--- config.mk ---
export PLATFORM = sky130hd
export DESIGN_NAME = bps_regs
export DESIGN_NICKNAME = d
export VERILOG_FILES = /design/src/design/bps_line_size.v /design/src/design/bps_regs.v
export VERILOG_INCLUDE_DIRS = /design/src /design/src/shared
export SDC_FILE = /design/constraint.sdc
export NUM_CORES = 1
export LEC_CHECK = 0
export BUFFER_PORTS_ARGS = -buffer_cell sky130_fd_sc_hd__buf_2
export CORE_ASPECT_RATIO = 1.5
export CORE_UTILIZATION = 35
export DETAILED_ROUTE_END_ITERATION = 10
export GPL_TIMING_DRIVEN = 0
export PLACE_DENSITY = 0.66
export SYNTH_ARGS = -nofsm -noshare
export SYNTH_HDL_FRONTEND = slang
export SYNTH_SLANG_ARGS = --single-unit
--- constraint.sdc ---
create_clock -name clk -period 3.94 [get_ports clk]
set_clock_uncertainty 0.05 [all_clocks]
set_input_delay 0.197 -clock clk [delete_from_list [all_inputs] [get_ports clk]]
set_output_delay 0.197 -clock clk [all_outputs]
set_load 0.02 [all_outputs]
--- src/shared/bps_consts.vh ---
// Purpose: constants for the primary status, class code and cache line registers
// Assumes: dword addresses on the configuration port, active-low byte enables
// Notes:   definitions only
`ifndef BPS_CONSTS_VH
`define BPS_CONSTS_VH

`define BPS_ADDR_STATUS      8'h04
`define BPS_ADDR_CLASS       8'h08
`define BPS_ADDR_CACHE       8'h0C

`define BPS_BIT_CAP_LIST     4
`define BPS_BIT_SPEED        5
`define BPS_BIT_FAST_B2B     7
`define BPS_BIT_DATA_PAR     8
`define BPS_SEL_LO           9
`define BPS_SEL_HI           10
`define BPS_BIT_SIG_TABORT   11
`define BPS_BIT_RCV_TABORT   12
`define BPS_BIT_RCV_MABORT   13
`define BPS_BIT_SIG_SERR     14
`define BPS_BIT_DET_PAR      15

`define BPS_SEL_SPEED_MEDIUM 2'h1
`define BPS_REV_CODE         8'h5A
`define BPS_PROG_IF          8'h00
`define BPS_SUBCLASS         8'h04
`define BPS_BASE_CLASS       8'h06
`define BPS_CACHE_RESET      8'h00
`define BPS_LINE_DEFAULT     8'h10
`define BPS_FLAGS_RESET      5'h00
`define BPS_PERR_RESP_BIT    6
`define BPS_HW_LSB           16

`endif

--- src/design/bps_line_size.v ---
// Purpose: effective cache line length from the programmed byte
// Assumes: input comes from a register on the same clock
// Notes:   registered output
`timescale 1ns/1ps
`include "bps_consts.vh"
module bps_line_size (
	input  wire       clk,
	input  wire       nrst,
	input  wire [7:0] cache_line_size,
	output reg  [7:0] line_dwords
);
	wire power_of_two;
	wire too_big;

	assign power_of_two = (cache_line_size != 8'h00) &&
		((cache_line_size & (cache_line_size - 8'h01)) == 8'h00);
	assign too_big = cache_line_size > `BPS_LINE_DEFAULT;

	always @(posedge clk or negedge nrst) begin
		if (!nrst) begin
			line_dwords <= `BPS_LINE_DEFAULT;
		end else if (power_of_two && !too_big) begin
			line_dwords <= cache_line_size;
		end else begin
			line_dwords <= `BPS_LINE_DEFAULT;
		end
	end
endmodule // bps_line_size

--- src/design/bps_regs.v ---
// Purpose: primary status halfword, class code dword and cache line size byte
// Assumes: one configuration access per cycle on cfg_rd or cfg_wr, same clock
// Notes:   event inputs are one-cycle pulses from primary master and target logic
//
// Overview of operation
// - status bits 19:16 and 22 read zero
// - bit 20 always one, capability list present
// - bit 21 mirrors the speed strap pin
// - bit 23 reads one, read-only
// - bit 24 set: mastering, parity error, response enabled
// - bits 26:25 read constant 01b
// - bit 27 set on signalled target abort
// - bit 28 set on received target abort
// - bit 29 set on received master abort
// - bit 30 set when system error driven
// - bit 31 set on detected data or address parity error
// - status at dword 0x04, upper byte lanes
// - programming interface byte reads zero
// - subclass byte reads 0x04
// - base class byte reads 0x06
// - revision byte returns fixed code
// - cache line size read/write, reset zero
// - bad line size behaves as sixteen
// - command bit 6 gates data parity flag
`timescale 1ns/1ps
`include "bps_consts.vh"
module bps_regs (
	input  wire        clk,
	input  wire        nrst,
	input  wire        cfg_rd,
	input  wire        cfg_wr,
	input  wire [7:0]  cfg_addr,
	input  wire [3:0]  primary_byte_enables_n,
	input  wire [31:0] cfg_wdata,
	output reg  [31:0] cfg_rdata,
	output reg         cfg_ack,
	input  wire        parity_resp_en,
	input  wire        speed_strap_pin,
	input  wire        primary_parity_error_pin_n,
	input  wire        master_active,
	input  wire        parity_err_det,
	input  wire        addr_parity_err,
	input  wire        tgt_abort_signalled,
	input  wire        tgt_abort_received,
	input  wire        mst_abort_received,
	input  wire        system_error_driven,
	output reg  [7:0]  cache_line_size,
	output wire [7:0]  line_dwords
);
	// -----------------------------------------------------------------
	// pin synchronisers
	// -----------------------------------------------------------------
	reg  [1:0] strap_sync;
	reg  [1:0] perr_sync;
	reg        speed_ok;

	always @(posedge clk or negedge nrst) begin
		if (!nrst) begin
			strap_sync <= 2'h0;
			perr_sync  <= 2'h3;
			speed_ok   <= 1'b0;
		end else begin
			strap_sync <= {strap_sync[0], speed_strap_pin};
			perr_sync  <= {perr_sync[0], primary_parity_error_pin_n};
			speed_ok   <= strap_sync[1];
		end
	end

	// -----------------------------------------------------------------
	// sticky error flags
	// -----------------------------------------------------------------
	reg        data_par;
	reg        sig_tabort;
	reg        rcv_tabort;
	reg        rcv_mabort;
	reg        sig_serr;
	reg        det_par;
	wire       wr_status;
	wire       wr_hi;
	wire       perr_seen;

	assign wr_status = cfg_wr && (cfg_addr == `BPS_ADDR_STATUS);
	// all clearable flags, bit 24 too, sit in the top byte lane
	assign wr_hi     = wr_status && !primary_byte_enables_n[3];
	assign perr_seen = !perr_sync[1] || parity_err_det;

	// set wins over a same-cycle clear; zero writes leave flags alone
	always @(posedge clk or negedge nrst) begin
		if (!nrst) begin
			data_par   <= 1'b0;
			sig_tabort <= 1'b0;
			rcv_tabort <= 1'b0;
			rcv_mabort <= 1'b0;
			sig_serr   <= 1'b0;
			det_par    <= 1'b0;
		end else begin
			if (master_active && perr_seen && parity_resp_en) begin
				data_par <= 1'b1;
			end else if (wr_hi && cfg_wdata[`BPS_HW_LSB + `BPS_BIT_DATA_PAR]) begin
				data_par <= 1'b0;
			end
			if (tgt_abort_signalled) begin
				sig_tabort <= 1'b1;
			end else if (wr_hi && cfg_wdata[`BPS_HW_LSB + `BPS_BIT_SIG_TABORT]) begin
				sig_tabort <= 1'b0;
			end
			if (tgt_abort_received) begin
				rcv_tabort <= 1'b1;
			end else if (wr_hi && cfg_wdata[`BPS_HW_LSB + `BPS_BIT_RCV_TABORT]) begin
				rcv_tabort <= 1'b0;
			end
			if (mst_abort_received) begin
				rcv_mabort <= 1'b1;
			end else if (wr_hi && cfg_wdata[`BPS_HW_LSB + `BPS_BIT_RCV_MABORT]) begin
				rcv_mabort <= 1'b0;
			end
			if (system_error_driven) begin
				sig_serr <= 1'b1;
			end else if (wr_hi && cfg_wdata[`BPS_HW_LSB + `BPS_BIT_SIG_SERR]) begin
				sig_serr <= 1'b0;
			end
			if (parity_err_det || addr_parity_err) begin
				det_par <= 1'b1;
			end else if (wr_hi && cfg_wdata[`BPS_HW_LSB + `BPS_BIT_DET_PAR]) begin
				det_par <= 1'b0;
			end
		end
	end

	// -----------------------------------------------------------------
	// cache line size
	// -----------------------------------------------------------------
	always @(posedge clk or negedge nrst) begin
		if (!nrst) begin
			cache_line_size <= `BPS_CACHE_RESET;
		end else if (cfg_wr && (cfg_addr == `BPS_ADDR_CACHE) &&
			!primary_byte_enables_n[0]) begin
			cache_line_size <= cfg_wdata[7:0];
		end
	end

	bps_line_size u_line (
		.clk             (clk),
		.nrst            (nrst),
		.cache_line_size (cache_line_size),
		.line_dwords     (line_dwords)
	);

	// -----------------------------------------------------------------
	// read path
	// -----------------------------------------------------------------
	reg  [15:0] status_hw;
	reg  [31:0] next_rdata;

	always @* begin
		status_hw = 16'h0000;
		status_hw[`BPS_BIT_CAP_LIST]   = 1'b1;
		status_hw[`BPS_BIT_SPEED]      = speed_ok;
		status_hw[`BPS_BIT_FAST_B2B]   = 1'b1;
		status_hw[`BPS_BIT_DATA_PAR]   = data_par;
		status_hw[`BPS_SEL_HI:`BPS_SEL_LO] = `BPS_SEL_SPEED_MEDIUM;
		status_hw[`BPS_BIT_SIG_TABORT] = sig_tabort;
		status_hw[`BPS_BIT_RCV_TABORT] = rcv_tabort;
		status_hw[`BPS_BIT_RCV_MABORT] = rcv_mabort;
		status_hw[`BPS_BIT_SIG_SERR]   = sig_serr;
		status_hw[`BPS_BIT_DET_PAR]    = det_par;
		case (cfg_addr)
			`BPS_ADDR_STATUS: next_rdata = {status_hw, 16'h0000};
			`BPS_ADDR_CLASS: next_rdata = {`BPS_BASE_CLASS, `BPS_SUBCLASS,
				`BPS_PROG_IF, `BPS_REV_CODE};
			`BPS_ADDR_CACHE: next_rdata = {24'h000000, cache_line_size};
			default: next_rdata = 32'h00000000;
		endcase
	end

	always @(posedge clk or negedge nrst) begin
		if (!nrst) begin
			cfg_rdata <= 32'h00000000;
			cfg_ack   <= 1'b0;
		end else begin
			cfg_ack <= cfg_rd || cfg_wr;
			if (cfg_rd) begin
				cfg_rdata <= next_rdata;
			end
		end
	end
endmodule // bps_regs

## Yosys cells after proc, flatten, opt, wreduce, memory -nomap -nowiden

Cells that the tools add are included.

- Input port bits: 58
- Word-level logic and storage cells: 62
- Output and inout bits: 49
- Register bits: 60

- Reductions and logical operators: 29
- Equal/unequal tests: 3
- $add $sub $neg: 1
- Mux-type cells: 14
- Order comparisons: 1
- Bitwise operators: 1

Operators with widths:

| kind | number |
|---|---|
| $pmux 32 s3 | 1 |
| $eq 8x4->1 const B | 2 |
| $logic_and 1x1->1 | 14 |
| $mux 1 | 12 |
| $reduce_bool 2->1 | 6 |
| $and 8x8->8 | 1 |
| $eq 8x3->1 const B | 1 |
| $gt 8x5->1 const B | 1 |
| $logic_not 8->1 | 1 |
| $mux 8 | 1 |
| $reduce_bool 8->1 | 1 |
| $sub 8x1->8 const B | 1 |
| $logic_not 1->1 | 4 |
| $logic_or 1x1->1 | 3 |

## Depth between registers and ports, before layout

Gate-level depths: netlist of the first run.

- Word-level depth: 6
- Mapped depth: 4
- Gate-level depth less buffers: 3

## Cells and area by module

Synthesis of the first run repeated with hierarchy kept, for this count alone.

- Cells, all modules: 173
- Area, all modules: 1961.9 um^2

Modules (own cells, without submodules):

| module | sequential area each (um^2) | instances | area an instance (um^2) | cells an instance |
|---|---|---|---|---|
| bps_regs | 953.4 | 1 | 1651.6 | 146 |
| bps_line_size | 201.4 | 1 | 310.3 | 27 |

## Worst setup path after synthesis of the first run

OpenSTA, ideal clock, no wires.

- Path type: register to register
- From: register cache_line_size[5]
- To: register u_line.line_dwords[4]
- Stages on the path, launching flop included: 3
- Slack: 2516 ps
- Period minus slack after synthesis: 1424 ps
- Library setup time: 83 ps
- Data required time: 3807 ps
- Path buffers: 0
- Data arrival time: 1291 ps
- Cell sequence: dfrtp_1 > or4_4 > a221o_1

- Word-level cells in the longest chain between the ends: 6
- Elaborated cells on any way between the ends: 9
- Classes of those cells: add/sub (1); order compare (1); mux (1); bitwise (1); reduce/logical (5)

RTL lines:

| what | line | source |
|---|---|---|
| from (decl) | bps_regs.v:47 | `output reg [7:0] cache_line_size,` |
| from (signal assigned) | bps_regs.v:135 | `` cache_line_size <= `BPS_CACHE_RESET; `` |
| from (signal assigned) | bps_regs.v:138 | `cache_line_size <= cfg_wdata[7:0];` |
| $sub 8x1->8 | bps_line_size.v:16 | `((cache_line_size & (cache_line_size - 8'h01)) == 8'h00);` |
| $and 8x8->8 | bps_line_size.v:16 |  |
| $logic_not 8->1 | bps_line_size.v:16 |  |
| $logic_and 1x1->1 | bps_line_size.v:15 | `assign power_of_two = (cache_line_size != 8'h00) &&` |
| $logic_and 1x1->1 (*) | bps_line_size.v:22 | `end else if (power_of_two && !too_big) begin` |
| $mux 8 (*) | bps_line_size.v:22 |  |
| to (signal assigned) | bps_line_size.v:21 | `` line_dwords <= `BPS_LINE_DEFAULT; `` |
| to (signal assigned) | bps_line_size.v:23 | `line_dwords <= cache_line_size;` |
| to (signal assigned) | bps_line_size.v:25 | `` line_dwords <= `BPS_LINE_DEFAULT; `` |
| to (decl) | bps_line_size.v:10 | `output reg [7:0] line_dwords` |

Every way passes the cells marked *; elsewhere a longest branch is shown, timed or not.
A chain may end at the register's enable or synchronous reset.

## Worst setup path after layout of the first run

Ends and elaborated chain as after synthesis.

==> results of run 1 <==
final timing paths:
kind	from	to
min in group clk	tgt_abort_signalled	sig_tabort$_DFFE_PN0P_
setup reg to reg	cache_line_size[5]$_DFFE_PN0P_	u_line.line_dwords[4]$_DFF_PN1_
max in group asynchronous	nrst	sig_serr$_DFFE_PN0P_
setup / recovery	cache_line_size[5]$_DFFE_PN0P_	u_line.line_dwords[4]$_DFF_PN1_
hold reg to reg	strap_sync[0]$_DFF_PN0_	strap_sync[1]$_DFF_PN0_
hold / removal	nrst	u_line.line_dwords[0]$_DFF_PN0_
cell type report:
class	count	area, um^2
fill	517	2680
buffer	19	135
multi-input combinational	93	626
clock inverter	3	40.0
timing repair buffer	75	385
clock buffer	5	68.8
tap	68	85.1
sequential	46	1150
inverter	18	67.6
sequential cells by signal, summed over array words and instances, names as in the netlist:
signal	cells
sig_serr	1
det_par	1
u_line.line_dwords	8
speed_ok	1
data_par	1
rcv_mabort	1
strap_sync	2
cache_line_size	8
rcv_tabort	1
cfg_rdata	18
sig_tabort	1
perr_sync	2
cfg_ack	1
timing repair:
action / in CTS / in global routing
setup endpoints to repair: 0 / 0
buffers inserted: 0 / 0
endpoints found under the hold margin: 2 / 0
hold buffers: 2 / 0
cells by family (layout without fill, tap and decap cells):
kind of cell	Yosys count	in the layout	synth area share, %
multiplexers	9	9	5.18
buffers and inverters	37	120	10.5
XOR/XNOR	1	1	0.454
other	1	15	0.194
flip-flops	46	46	59.8
AND/OR/NAND/NOR	42	42	14.7
AO/OA/AOI/OAI	26	26	9.14
routing by layer:
layer	global-route usage, %	vias up	share of wire (%)
met5	0	-	0
met4	6.59	0	2.1
met3	4.43	8	5.8
met2	26.2	47	52
met1	17.5	688	40
li1	-	721	-
synth_stat cells, drive strengths merged, types with 3 or more instances:
master and instances:
dfrtp 43, inv 18, buf 16, o22ai 16
nand2 13, mux2 8, nand4 8, a21o 5
nor2b 4, clkbuf 3, dfstp 3, nand2b 3
nor2 3, nor4 3
power by group through the flow:
stage               sequential [W]  clock [W]  combinational, W
global placement          0.000497          0         0.0000952
floorplan                 0.000506          0         0.0000440
detailed placement        0.000498          0         0.0000971
CTS                       0.000488   0.000350         0.0000987
finish                    0.000488   0.000343         0.0000976
global route              0.000489   0.000368          0.000107
stage by stage:
step	instance area, um^2	util [%]
5_1_grt	2560	48.9
3_3_place_gp	2430	46.4
6_report	2560	48.9
4_1_cts	2560	48.9
3_5_place_dp	2430	46.4
2_1_floorplan	1980	-
cells in the final DEF, fill, tap and decap left out, types with 3 or more instances in the layout:
| cell | count |
|---|---|
| a21o_1 | 5 |
| buf_2 | 73 |
| buf_4 | 15 |
| clkbuf_1 | 3 |
| clkbuf_8 | 5 |
| conb_1 | 15 |
| dfrtp_1 | 43 |
| dfstp_2 | 3 |
| inv_1 | 18 |
| mux2_2 | 8 |
| nand2_1 | 13 |
| nand2b_1 | 3 |
| nand4_1 | 8 |
| nor2b_1 | 4 |
| o22ai_1 | 16 |
==> results.md, run 1 <==
- Run status: finished, final reports clean
- Pin count of the biggest net entering global routing: 47
- Share of power burned in registers: 52.5%
- CP cell instances: or4_4 -> a221o_1
- Power density of the placed cells: 362 mW/mm^2
- Number of different library cells in the post-synthesis netlist: 31
- Die boundary height: 93.0 um
- Setup ws final: 2.53 ns
- Starting utilization of the core area: 36.8%
- Post-layout min period: 1.41 ns
- Initial antenna violation count: 0
- Global placer's final weighted congestion: 0.779
- Class of the tightest hold or removal check: input port to async pin
- Number of antenna repair diodes: 0
- Wire length of the first global-routing pass: 6770 um
- GRT Overall Usage: 15.3%
- Share of power burned in the clock network: 37.0%
- Unrepaired setup endpoints after global routing: no
- Number of clock sinks: 46
- Pre-Repair DR Iteration Count: 4
- Critical path required time: 4.11 ns
- Max-cap violations: 0
- Final slew viol count: 0
- Final-report setup violation count: 0
- Average wire length per cell after detail routing: 12.9 um
- Total die area: 0.00582 mm^2
- Crit Path Max Fanout: 5
- Final Power: 0.000929 W
- Startpoint class of the critical path: flop
- Total gr overflow: 0
- Number of I/O pins: 107
- Number of enable flip-flop cells after synthesis: 0
- Post-synthesis cell area: 0.00193 mm^2
- Worst-case reg-to-reg path depth: 2
- Detail Route Antenna Nets: 0
- Clock transition at path regs: 0.08 ns
- Slew margin rel.: 32.8%
- Gates resized, CTS repair: 0
- Per-cell via count in the routed design: 4.48
- Total clock buffers created by CTS: 5
- Max Freq: 0.710 GHz
- Number of standard cells after synthesis: 162
- Summed negative setup slack over all endpoints: 0 ns
- Max stage delay on crit path: 0.58 ns
- Clock tree from TritonCTS: done
- Area of the core: 0.00525 mm^2
- Total net switching power: 0.000219 W
- Yosys warnings: 0
- Total count of hold-check failures in the final report: 0
- Number of input and output port buffers inserted: 73
- Top cells by area in the synthesized netlist: dfrtp_1 56%, buf_4 5.8%, o22ai_1 5.2%
- Number of remaining DRC errors: 0
- Number of global-route vias before repair: 1,439
- Buf/Inv on CP: 0
- Worst Setup Path Type: flop to flop
- Final HPWL DP: 3170 um
- Detailed-route via count: 1,464
- Share of synthesized registers carrying an async set or reset: 100%
- Clock latency at the later pin of the worst-skew pair: 0.29 ns
- Post-route fraction of the period consumed by the critical path: 35.8%
- Share of final-layout standard cells stronger than drive strength 1: 44.0%
- DRT iter0 DRCs: 37
- #FFs+latches synth: 46
- Switching part of the total: 23.6%
- Kind of capture point of the worst setup path: flop
- Placement Rows: 32
- Final Hold Slack: 0.0128 ns
- Worst-case register-to-register setup slack: 2.53 ns
- Internal power component: 0.000709 W
- Maximum count of clock buffers along a single path: 2
- Nets: 316
- Cell depth of the worst setup path: 2
- Buffer cell driving the clock tree root: clkbuf_8
- Die X: 62.6 um
- Largest voltage drop on the vdd net: 0.261 mV
- Setup WS pre-CTS: 2.44 ns
- Arrival time worst endpoint: 1.58 ns
- Slowest-stage cell, CP: or4_4
- Logic gate share of total power: 10.5%
- Post-synthesis sequential area ratio: 59.8%
- Cell type group with the largest total delay on the critical path: simple AND/OR/NAND/NOR gates
- Yosys top cell by area: dfrtp_1
- Area Overhead vs Synth: 32.7%
- Synth Flop Type: dfrtp_1
- Slew @ Worst Pin: 1.01 ns
- Post-placement cell count: 317
- Mapped Avg Cell Area: 11.9 um^2
- Synth top area share: 55.7%
- Maximum level of the CTS H-tree: 2
- Static Leakage: 1.34 nW
- Total wire length after detailed routing: 4210 um
- Post-layout instance count excluding filler cells: 327
No activity file was read; power rests on OpenSTA's default activity.
==> inputs of run 2 (changes only) <==
==> constraint.sdc (replaced) <==
create_clock -name clk -period 1.5 [get_ports clk]
set_clock_uncertainty 0.05 [all_clocks]
set_input_delay 0.075 -clock clk [delete_from_list [all_inputs] [get_ports clk]]
set_output_delay 0.075 -clock clk [all_outputs]
set_load 0.02 [all_outputs]
==> results.md, run 2 (synthesized netlist as in run 1, its figures left out) <==
- Detailed-route via count: 1,570
- Clock transition at path regs: 0.08 ns
- Maximum count of clock buffers along a single path: 2
- Internal power component: 0.00190 W
- Class of the tightest hold or removal check: input port to flop
- Share of power burned in the clock network: 36.3%
- Summed negative setup slack over all endpoints: 0 ns
- Number of input and output port buffers inserted: 73
- DRT iter0 DRCs: 21
- Static Leakage: 1.45 nW
- Share of power burned in registers: 51.4%
- Kind of capture point of the worst setup path: flop
- Logic gate share of total power: 12.3%
- Max Freq: 0.707 GHz
- Buffer cell driving the clock tree root: clkbuf_8
- Max stage delay on crit path: 0.58 ns
- Number of antenna repair diodes: 0
- Total die area: 0.00582 mm^2
- Largest voltage drop on the vdd net: 0.691 mV
- Die boundary height: 93.0 um
- Total net switching power: 0.000591 W
- Met1 Routed Length: 1840 um
- Total cell area at the placement stage: 0.00243 mm^2
- Total count of hold-check failures in the final report: 0
- Worst reg2reg path endpoint: u_line.line_dwords[4]$_DFF_PN1_
- Commonest non-fill, non-tap cells in the layout: 74 x buf_2, 43 x dfrtp_1, 20 x dlygate4sd3_1
- Crit Reg-Reg Startpoint: cache_line_size[5]$_DFFE_PN0P_
- GRT Overall Usage: 16.6%
- Cell area after layout: 0.00280 mm^2
- Buf/Inv on CP: 0
- Die X: 62.6 um
- Placement Rows: 32
- Register containing the most flip-flops in the final layout: cfg_rdata
- Area Overhead vs Synth: 44.9%
- Setup ws final: 0.0857 ns
- Highest metal layer with signal wires: met4
- Starting utilization of the core area: 36.8%
- Average wire length per cell after detail routing: 13.2 um
- Final slew viol count: 0
- Most common cell after layout, fill and taps aside: buf_2
- Number of remaining DRC errors: 0
- Unrepaired setup endpoints after global routing: no
- Per-cell via count in the routed design: 4.47
- Crit Path Max Fanout: 5
- Share of final-layout standard cells stronger than drive strength 1: 42.8%
- Cell depth of the worst min-delay path: 2
- Worst-case register-to-register setup slack: 0.09 ns
- Worst Setup Path Type: flop to flop
- Max-cap violations: 0
- Initial antenna violation count: 0
- Fin util: 53.3%
- Total gr overflow: 0
- Area of the core: 0.00525 mm^2
- Post-placement cell count: 317
- Total wire length after detailed routing: 4640 um
- Detail Route Antenna Nets: 0
- Slowest-stage cell, CP: or4_4
- Number of global-route vias before repair: 1,564
- Wire length on met3: 267 um
- Power density of the placed cells: 892 mW/mm^2
- Setup WS pre-CTS: 0.0944 ns
- Count of filler cells inserted in the layout: 492
- Post-route fraction of the period consumed by the critical path: 94.3%
- Nets: 340
- Slew margin rel.: 32.7%
- Slew @ Worst Pin: 1.01 ns
- Number of clock sinks: 46
- Launch point of the worst hold path: cfg_wr
- Max FFs per register: 18
- Wire length of the first global-routing pass: 7340 um
- Number of I/O pins: 107
- Final HPWL DP: 3170 um
- Worst-case reg-to-reg path depth: 2
- Pre-Repair DR Iteration Count: 4
- Arrival time worst endpoint: 1.59 ns
- CP cell instances: or4_4 -> a221o_1
- Total clock buffers created by CTS: 5
- Met2 Routed Length: 2420 um
- Post-layout instance count excluding filler cells: 351
- Registers with the most flip-flops: cfg_rdata (18), cache_line_size (8), u_line.line_dwords (8)
- Maximum level of the CTS H-tree: 2
- Cell type group with the largest total delay on the critical path: simple AND/OR/NAND/NOR gates
- Hold path endpoint: cfg_ack$_DFF_PN0_
- Global placer's final weighted congestion: 0.779
- Final-report setup violation count: 0
- Startpoint class of the critical path: flop
- Clock latency at the later pin of the worst-skew pair: 0.29 ns
- Pin count of the biggest net entering global routing: 47
- Run status: finished, final reports clean
- Post-layout min period: 1.41 ns
- Clock tree from TritonCTS: done
- Critical path required time: 1.67 ns
- Switching part of the total: 23.7%
==> run 2: cell count changes in the layout (fill, tap and decap cells not counted), sizes merged <==
| cell | previous run | this run |
|---|---|---|
| dlygate4sd3 | 2 | 20 |
| buf | 89 | 94 |
| dlymetal6s4s | 0 | 1 |
==> run 2: metal layers <==
metal | vias to the layer above | global-route usage, %
met1 | 737 | 18.6
met5 | - | 0
li1 | 767 | -
met4 | 0 | 8.91
met3 | 10 | 4.68
met2 | 56 | 28.3
==> run 2: final cells by class <==
type / count / area (um^2) / share of cell area [%]
buffer: 19 / 139 / 4.96
clock buffer: 5 / 68.8 / 2.46
clock inverter: 3 / 40.0 / 1.43
inverter: 18 / 67.6 / 2.42
multi-input combinational: 93 / 629 / 22.5
sequential: 46 / 1150 / 41.3
tap: 68 / 85.1 / 3.04
timing repair buffer: 99 / 613 / 21.9
==> run 2: how the worst max path moves through the flow <==
| stage | start | end | cells past startpoint |
|---|---|---|---|
| 4_1_cts | cfg_addr[2] | cache_line_size[3]$_DFFE_PN0P_ | 5 |
| 5_1_grt | cache_line_size[5]$_DFFE_PN0P_ | u_line.line_dwords[2]$_DFF_PN0_ | 2 |
| 6_report | cache_line_size[5]$_DFFE_PN0P_ | u_line.line_dwords[4]$_DFF_PN1_ | 2 |
| 2_1_floorplan | cache_line_size[5]$_DFFE_PN0P_ | u_line.line_dwords[4]$_DFF_PN1_ | 2 |
| 3_3_place_gp | cache_line_size[5]$_DFFE_PN0P_ | u_line.line_dwords[4]$_DFF_PN1_ | 2 |
| 3_5_place_dp | cache_line_size[5]$_DFFE_PN0P_ | u_line.line_dwords[4]$_DFF_PN1_ | 2 |
==> run 2: power groups by stage <==
stage / clock, W / combinational, W / sequential (W)
finish: 0.000906 / 0.000308 / 0.00128
global placement: 0 / 0.000250 / 0.00131
CTS: 0.000918 / 0.000297 / 0.00128
detailed placement: 0 / 0.000255 / 0.00131
floorplan: 0 / 0.000116 / 0.00133
global route: 0.000967 / 0.000335 / 0.00129
==> run 2: through the flow <==
| stage | hold WS (ns) | total power [W] |
|---|---|---|
| 3_3_place_gp | 0.130 | 0.00156 |
| 3_5_place_dp | 0.132 | 0.00156 |
| 6_report | 0.0114 | 0.00250 |
| 4_1_cts | 0.00619 | 0.00250 |
| 5_1_grt | 0.0172 | 0.00259 |
| 2_1_floorplan | -0.271 | 0.00144 |
==> run 2: what timing repair did <==
item,4_1_cts,5_1_grt
gates resized for setup,0,5
setup buffers,0,4
hold buffers,21,0
endpoints found under the setup margin,0,9
endpoints found under the hold margin,61,0
==> inputs of run 3 (changes only) <==
--- a/config.mk
+++ b/config.mk
@@ -11,7 +11,10 @@
 export CORE_UTILIZATION = 35
 export DETAILED_ROUTE_END_ITERATION = 10
 export GPL_TIMING_DRIVEN = 0
-export PLACE_DENSITY = 0.66
+export HOLD_SLACK_MARGIN = 0.12
+export PLACE_DENSITY = 0.65
+export SETUP_SLACK_MARGIN = 0.1
 export SYNTH_ARGS = -nofsm -noshare
 export SYNTH_HDL_FRONTEND = slang
+export SYNTH_HIERARCHICAL = 1
 export SYNTH_SLANG_ARGS = --single-unit
==> results.md, run 3 <==
- Final Hold Slack: 0.0871 ns
- Total count of hold-check failures in the final report: 0
- Placement Rows: 33
- Cell area after layout: 0.00288 mm^2
- Capturing element of the worst setup path: sig_tabort$_DFFE_PN0P_
- Top cells by area in the synthesized netlist: dfrtp_1 55%, buf_4 5.4%, o22ai_1 5.1%
- Run status: finished, final reports clean
- Max FFs per register: 18
- Synthesized-area fraction occupied by ao, oa, aoi and oai cells: 11.0%
- Area Overhead vs Synth: 46.7%
- Average wire length per cell after detail routing: 12.9 um
- Pre-Repair DR Iteration Count: 4
- Max Freq: 0.754 GHz
- Number of different library cells in the post-synthesis netlist: 33
- Max stage delay on crit path: 0.56 ns
- Simple-gate portion of the synthesized area: 14.0%
- Total clock buffers created by CTS: 5
- Final slew viol count: 0
- Main combinational cell family by area after synthesis: simple AND/OR/NAND/NOR gates
- Launch point of the worst hold path: cfg_addr[7]
- Final HPWL DP: 3140 um
- GRT Overall Usage: 17.5%
- Number of standard cells after synthesis: 173
- Yosys warnings: 6
- Total gr overflow: 0
- Post-synthesis cell area: 0.00196 mm^2
- Synth top area share: 54.8%
- Max-cap violations: 0
- Starting utilization of the core area: 36.0%
- Post-synthesis sequential area ratio: 58.9%
- Logic gate share of total power: 13.4%
- Number of antenna repair diodes: 0
- Synth Flop Type: dfrtp_1
- Number of clock sinks: 46
- Final Power: 0.00235 W
- Commonest non-fill, non-tap cells in the layout: 74 x buf_2, 43 x dfrtp_1, 31 x dlygate4sd3_1
- Post-layout min period: 1.33 ns
- Slew @ Worst Pin: 1.01 ns
- Critical path required time: 1.65 ns
- Share of synthesized registers carrying an async set or reset: 100%
- Area of the core: 0.00545 mm^2
- Synthesized-area fraction occupied by xor and xnor cells: 0.893%
- Initial antenna violation count: 0
- Worst-case reg-to-reg path depth: 3
- Mux share of post-synthesis cell area: 4.59%
- Static Leakage: 1.46 nW
- Pin count of the biggest net entering global routing: 47
- Detail Route Antenna Nets: 0
- Internal power component: 0.00175 W
- #FFs+latches synth: 46
- Class of the tightest hold or removal check: input port to flop
- Kind of capture point of the worst setup path: flop
- Largest voltage drop on the vdd net: 0.511 mV
- Fraction of the mapped netlist area in adder cells: 0%
- Total die area: 0.00591 mm^2
- Clock tree from TritonCTS: done
- Maximum level of the CTS H-tree: 2
- Clock latency at the later pin of the worst-skew pair: 0.29 ns
- Switching part of the total: 25.8%
- Die boundary height: 93.7 um
- CP cell instances: buf_2 -> dlygate4sd3_1 -> nor2_2 -> nand4b_2 -> buf_2 -> o22a_1
- Crit Path Max Fanout: 10
- Number of input and output port buffers inserted: 73
- Post-route fraction of the period consumed by the critical path: 88.4%
- Clock transition at path regs: 0.09 ns
- Total wire length after detailed routing: 4770 um
- Startpoint class of the critical path: input port
- Power density of the placed cells: 817 mW/mm^2
- Unrepaired setup endpoints after global routing: no
- Total net switching power: 0.000607 W
- Share of power burned in registers: 54.5%
- Arrival time worst endpoint: 1.48 ns
- Most numerous cell in the Yosys netlist: dfrtp_1
- Nets: 356
- Worst-case register-to-register setup slack: 0.19 ns
- Number of remaining DRC errors: 0
- Worst Setup Path Type: input port to flop
- Die X: 63.1 um
- Per-cell via count in the routed design: 4.41
- Share of power burned in the clock network: 32.1%
- Global placer's final weighted congestion: 0.692
- Most common cell after layout, fill and taps aside: buf_2
- Launching instance or port of the critical path: cfg_addr[6]
- Slowest-stage cell, CP: dlygate4sd3_1
- Worst reg2reg path endpoint: u_line/line_dwords[4]$_DFF_PN1_
- Buffer cell driving the clock tree root: clkbuf_8
- Wire length of the first global-routing pass: 7770 um
- Mapped Avg Cell Area: 11.3 um^2
- Number of I/O pins: 107
- Slew margin rel.: 32.5%
- Number of global-route vias before repair: 1,604
- Final-report setup violation count: 0
- Yosys top cell by area: dfrtp_1
- Detailed-route via count: 1,628
- Register containing the most flip-flops in the final layout: cfg_rdata
- Commonest cells in the synthesized netlist: 43 x dfrtp_1, 20 x inv_1, 16 x o22ai_1
- DRT iter0 DRCs: 71
- Most used cell, CP: buf_2
- Crit Reg-Reg Startpoint: cache_line_size[3]$_DFFE_PN0P_
- Total cell area at the placement stage: 0.00246 mm^2
- Maximum count of clock buffers along a single path: 2
- Share of final-layout standard cells stronger than drive strength 1: 38.5%
- Number of enable flip-flop cells after synthesis: 0
- Registers with the most flip-flops: cfg_rdata (18), cache_line_size (8), u_line/line_dwords (8)
run 3: changes by cell type in the layout (fill, tap and decap cells not counted), moves of 4 or more:
| cell | delta |
|---|---|
| a21o_1 | -5 |
| o21ai_0 | +4 |
| dlygate4sd3_1 | +11 |
| nand4_1 | -6 |
| o22a_1 | +4 |
run 3: worst min path at each step:
stage	end	slack, ns	depth (start not counted)
6_report	cfg_rdata[25]$_DFFE_PN0P_	0.09	4
5_1_grt	cfg_rdata[25]$_DFFE_PN0P_	0.14	4
4_1_cts	cfg_rdata[25]$_DFFE_PN0P_	0.1	4
3_5_place_dp	perr_sync[0]$_DFF_PN1_	0.13	1
3_3_place_gp	perr_sync[0]$_DFF_PN1_	0.13	1
2_1_floorplan	cache_line_size[0]$_DFFE_PN0P_	-0.27	0
run 3: final cells by class:
type,instances,area (um^2)
inverters,20,75.1
multi-input cells,101,663
plain buffers,19,125
flip-flops and latches,46,1150
well taps,70,87.6
clock buffers,5,68.8
fillers,490,2570
clock inverters,3,21.3
repair buffers,105,683
run 3: worst max-delay path: cells and delay by family:
family                 cells  cell delay (ns)
AND/OR/NAND/NOR            2             0.33
buffers and inverters      3             0.89
AO/OA/AOI/OAI              1             0.19
run 3: metal layers:
metal | wire (um) | vias up | track usage [%]
met1 | 1900 | 751 | 19.7
met3 | 244 | 6 | 3.40
li1 | - | 812 | -
met2 | 2550 | 59 | 32.0
met4 | 73 | 0 | 6.40
met5 | 0 | - | 0
run 3: logic make-up (layout without fill, tap and decap cells):
group,after synthesis,in the layout
other cells,2,15
mux,8,8
simple gates,43,43
buf+inv,39,152
compound gates,33,33
xor+xnor,2,2
flops,46,46
run 3: repair_timing:
item,in CTS,in global routing
setup endpoints to repair,0,10
hold buffers,31,0
setup buffers,0,1
hold endpoints to repair,63,0
resized for setup,0,2
run 3: per-stage QoR:
stage	setup WS, ns	instances	utilization (%)	setup TNS [ns]
global route	0.105	369	52.8	0
finish	0.173	369	52.8	0
global placement	-0.0275	329	45.2	-0.286
detailed placement	-0.0426	329	45.2	-0.388
floorplan	0.246	186	-	0
CTS	0.121	368	52.5	0
run 3: power by group through the flow:
stage                     Sequential [W]  Clock, W  Combinational (W)
final                            0.00128  0.000756           0.000316
after global routing             0.00129  0.000834           0.000347
after CTS                        0.00128  0.000781           0.000312
after detailed placement         0.00131         0           0.000252
after global placement           0.00131         0           0.000250
after floorplan                  0.00132         0           0.000117
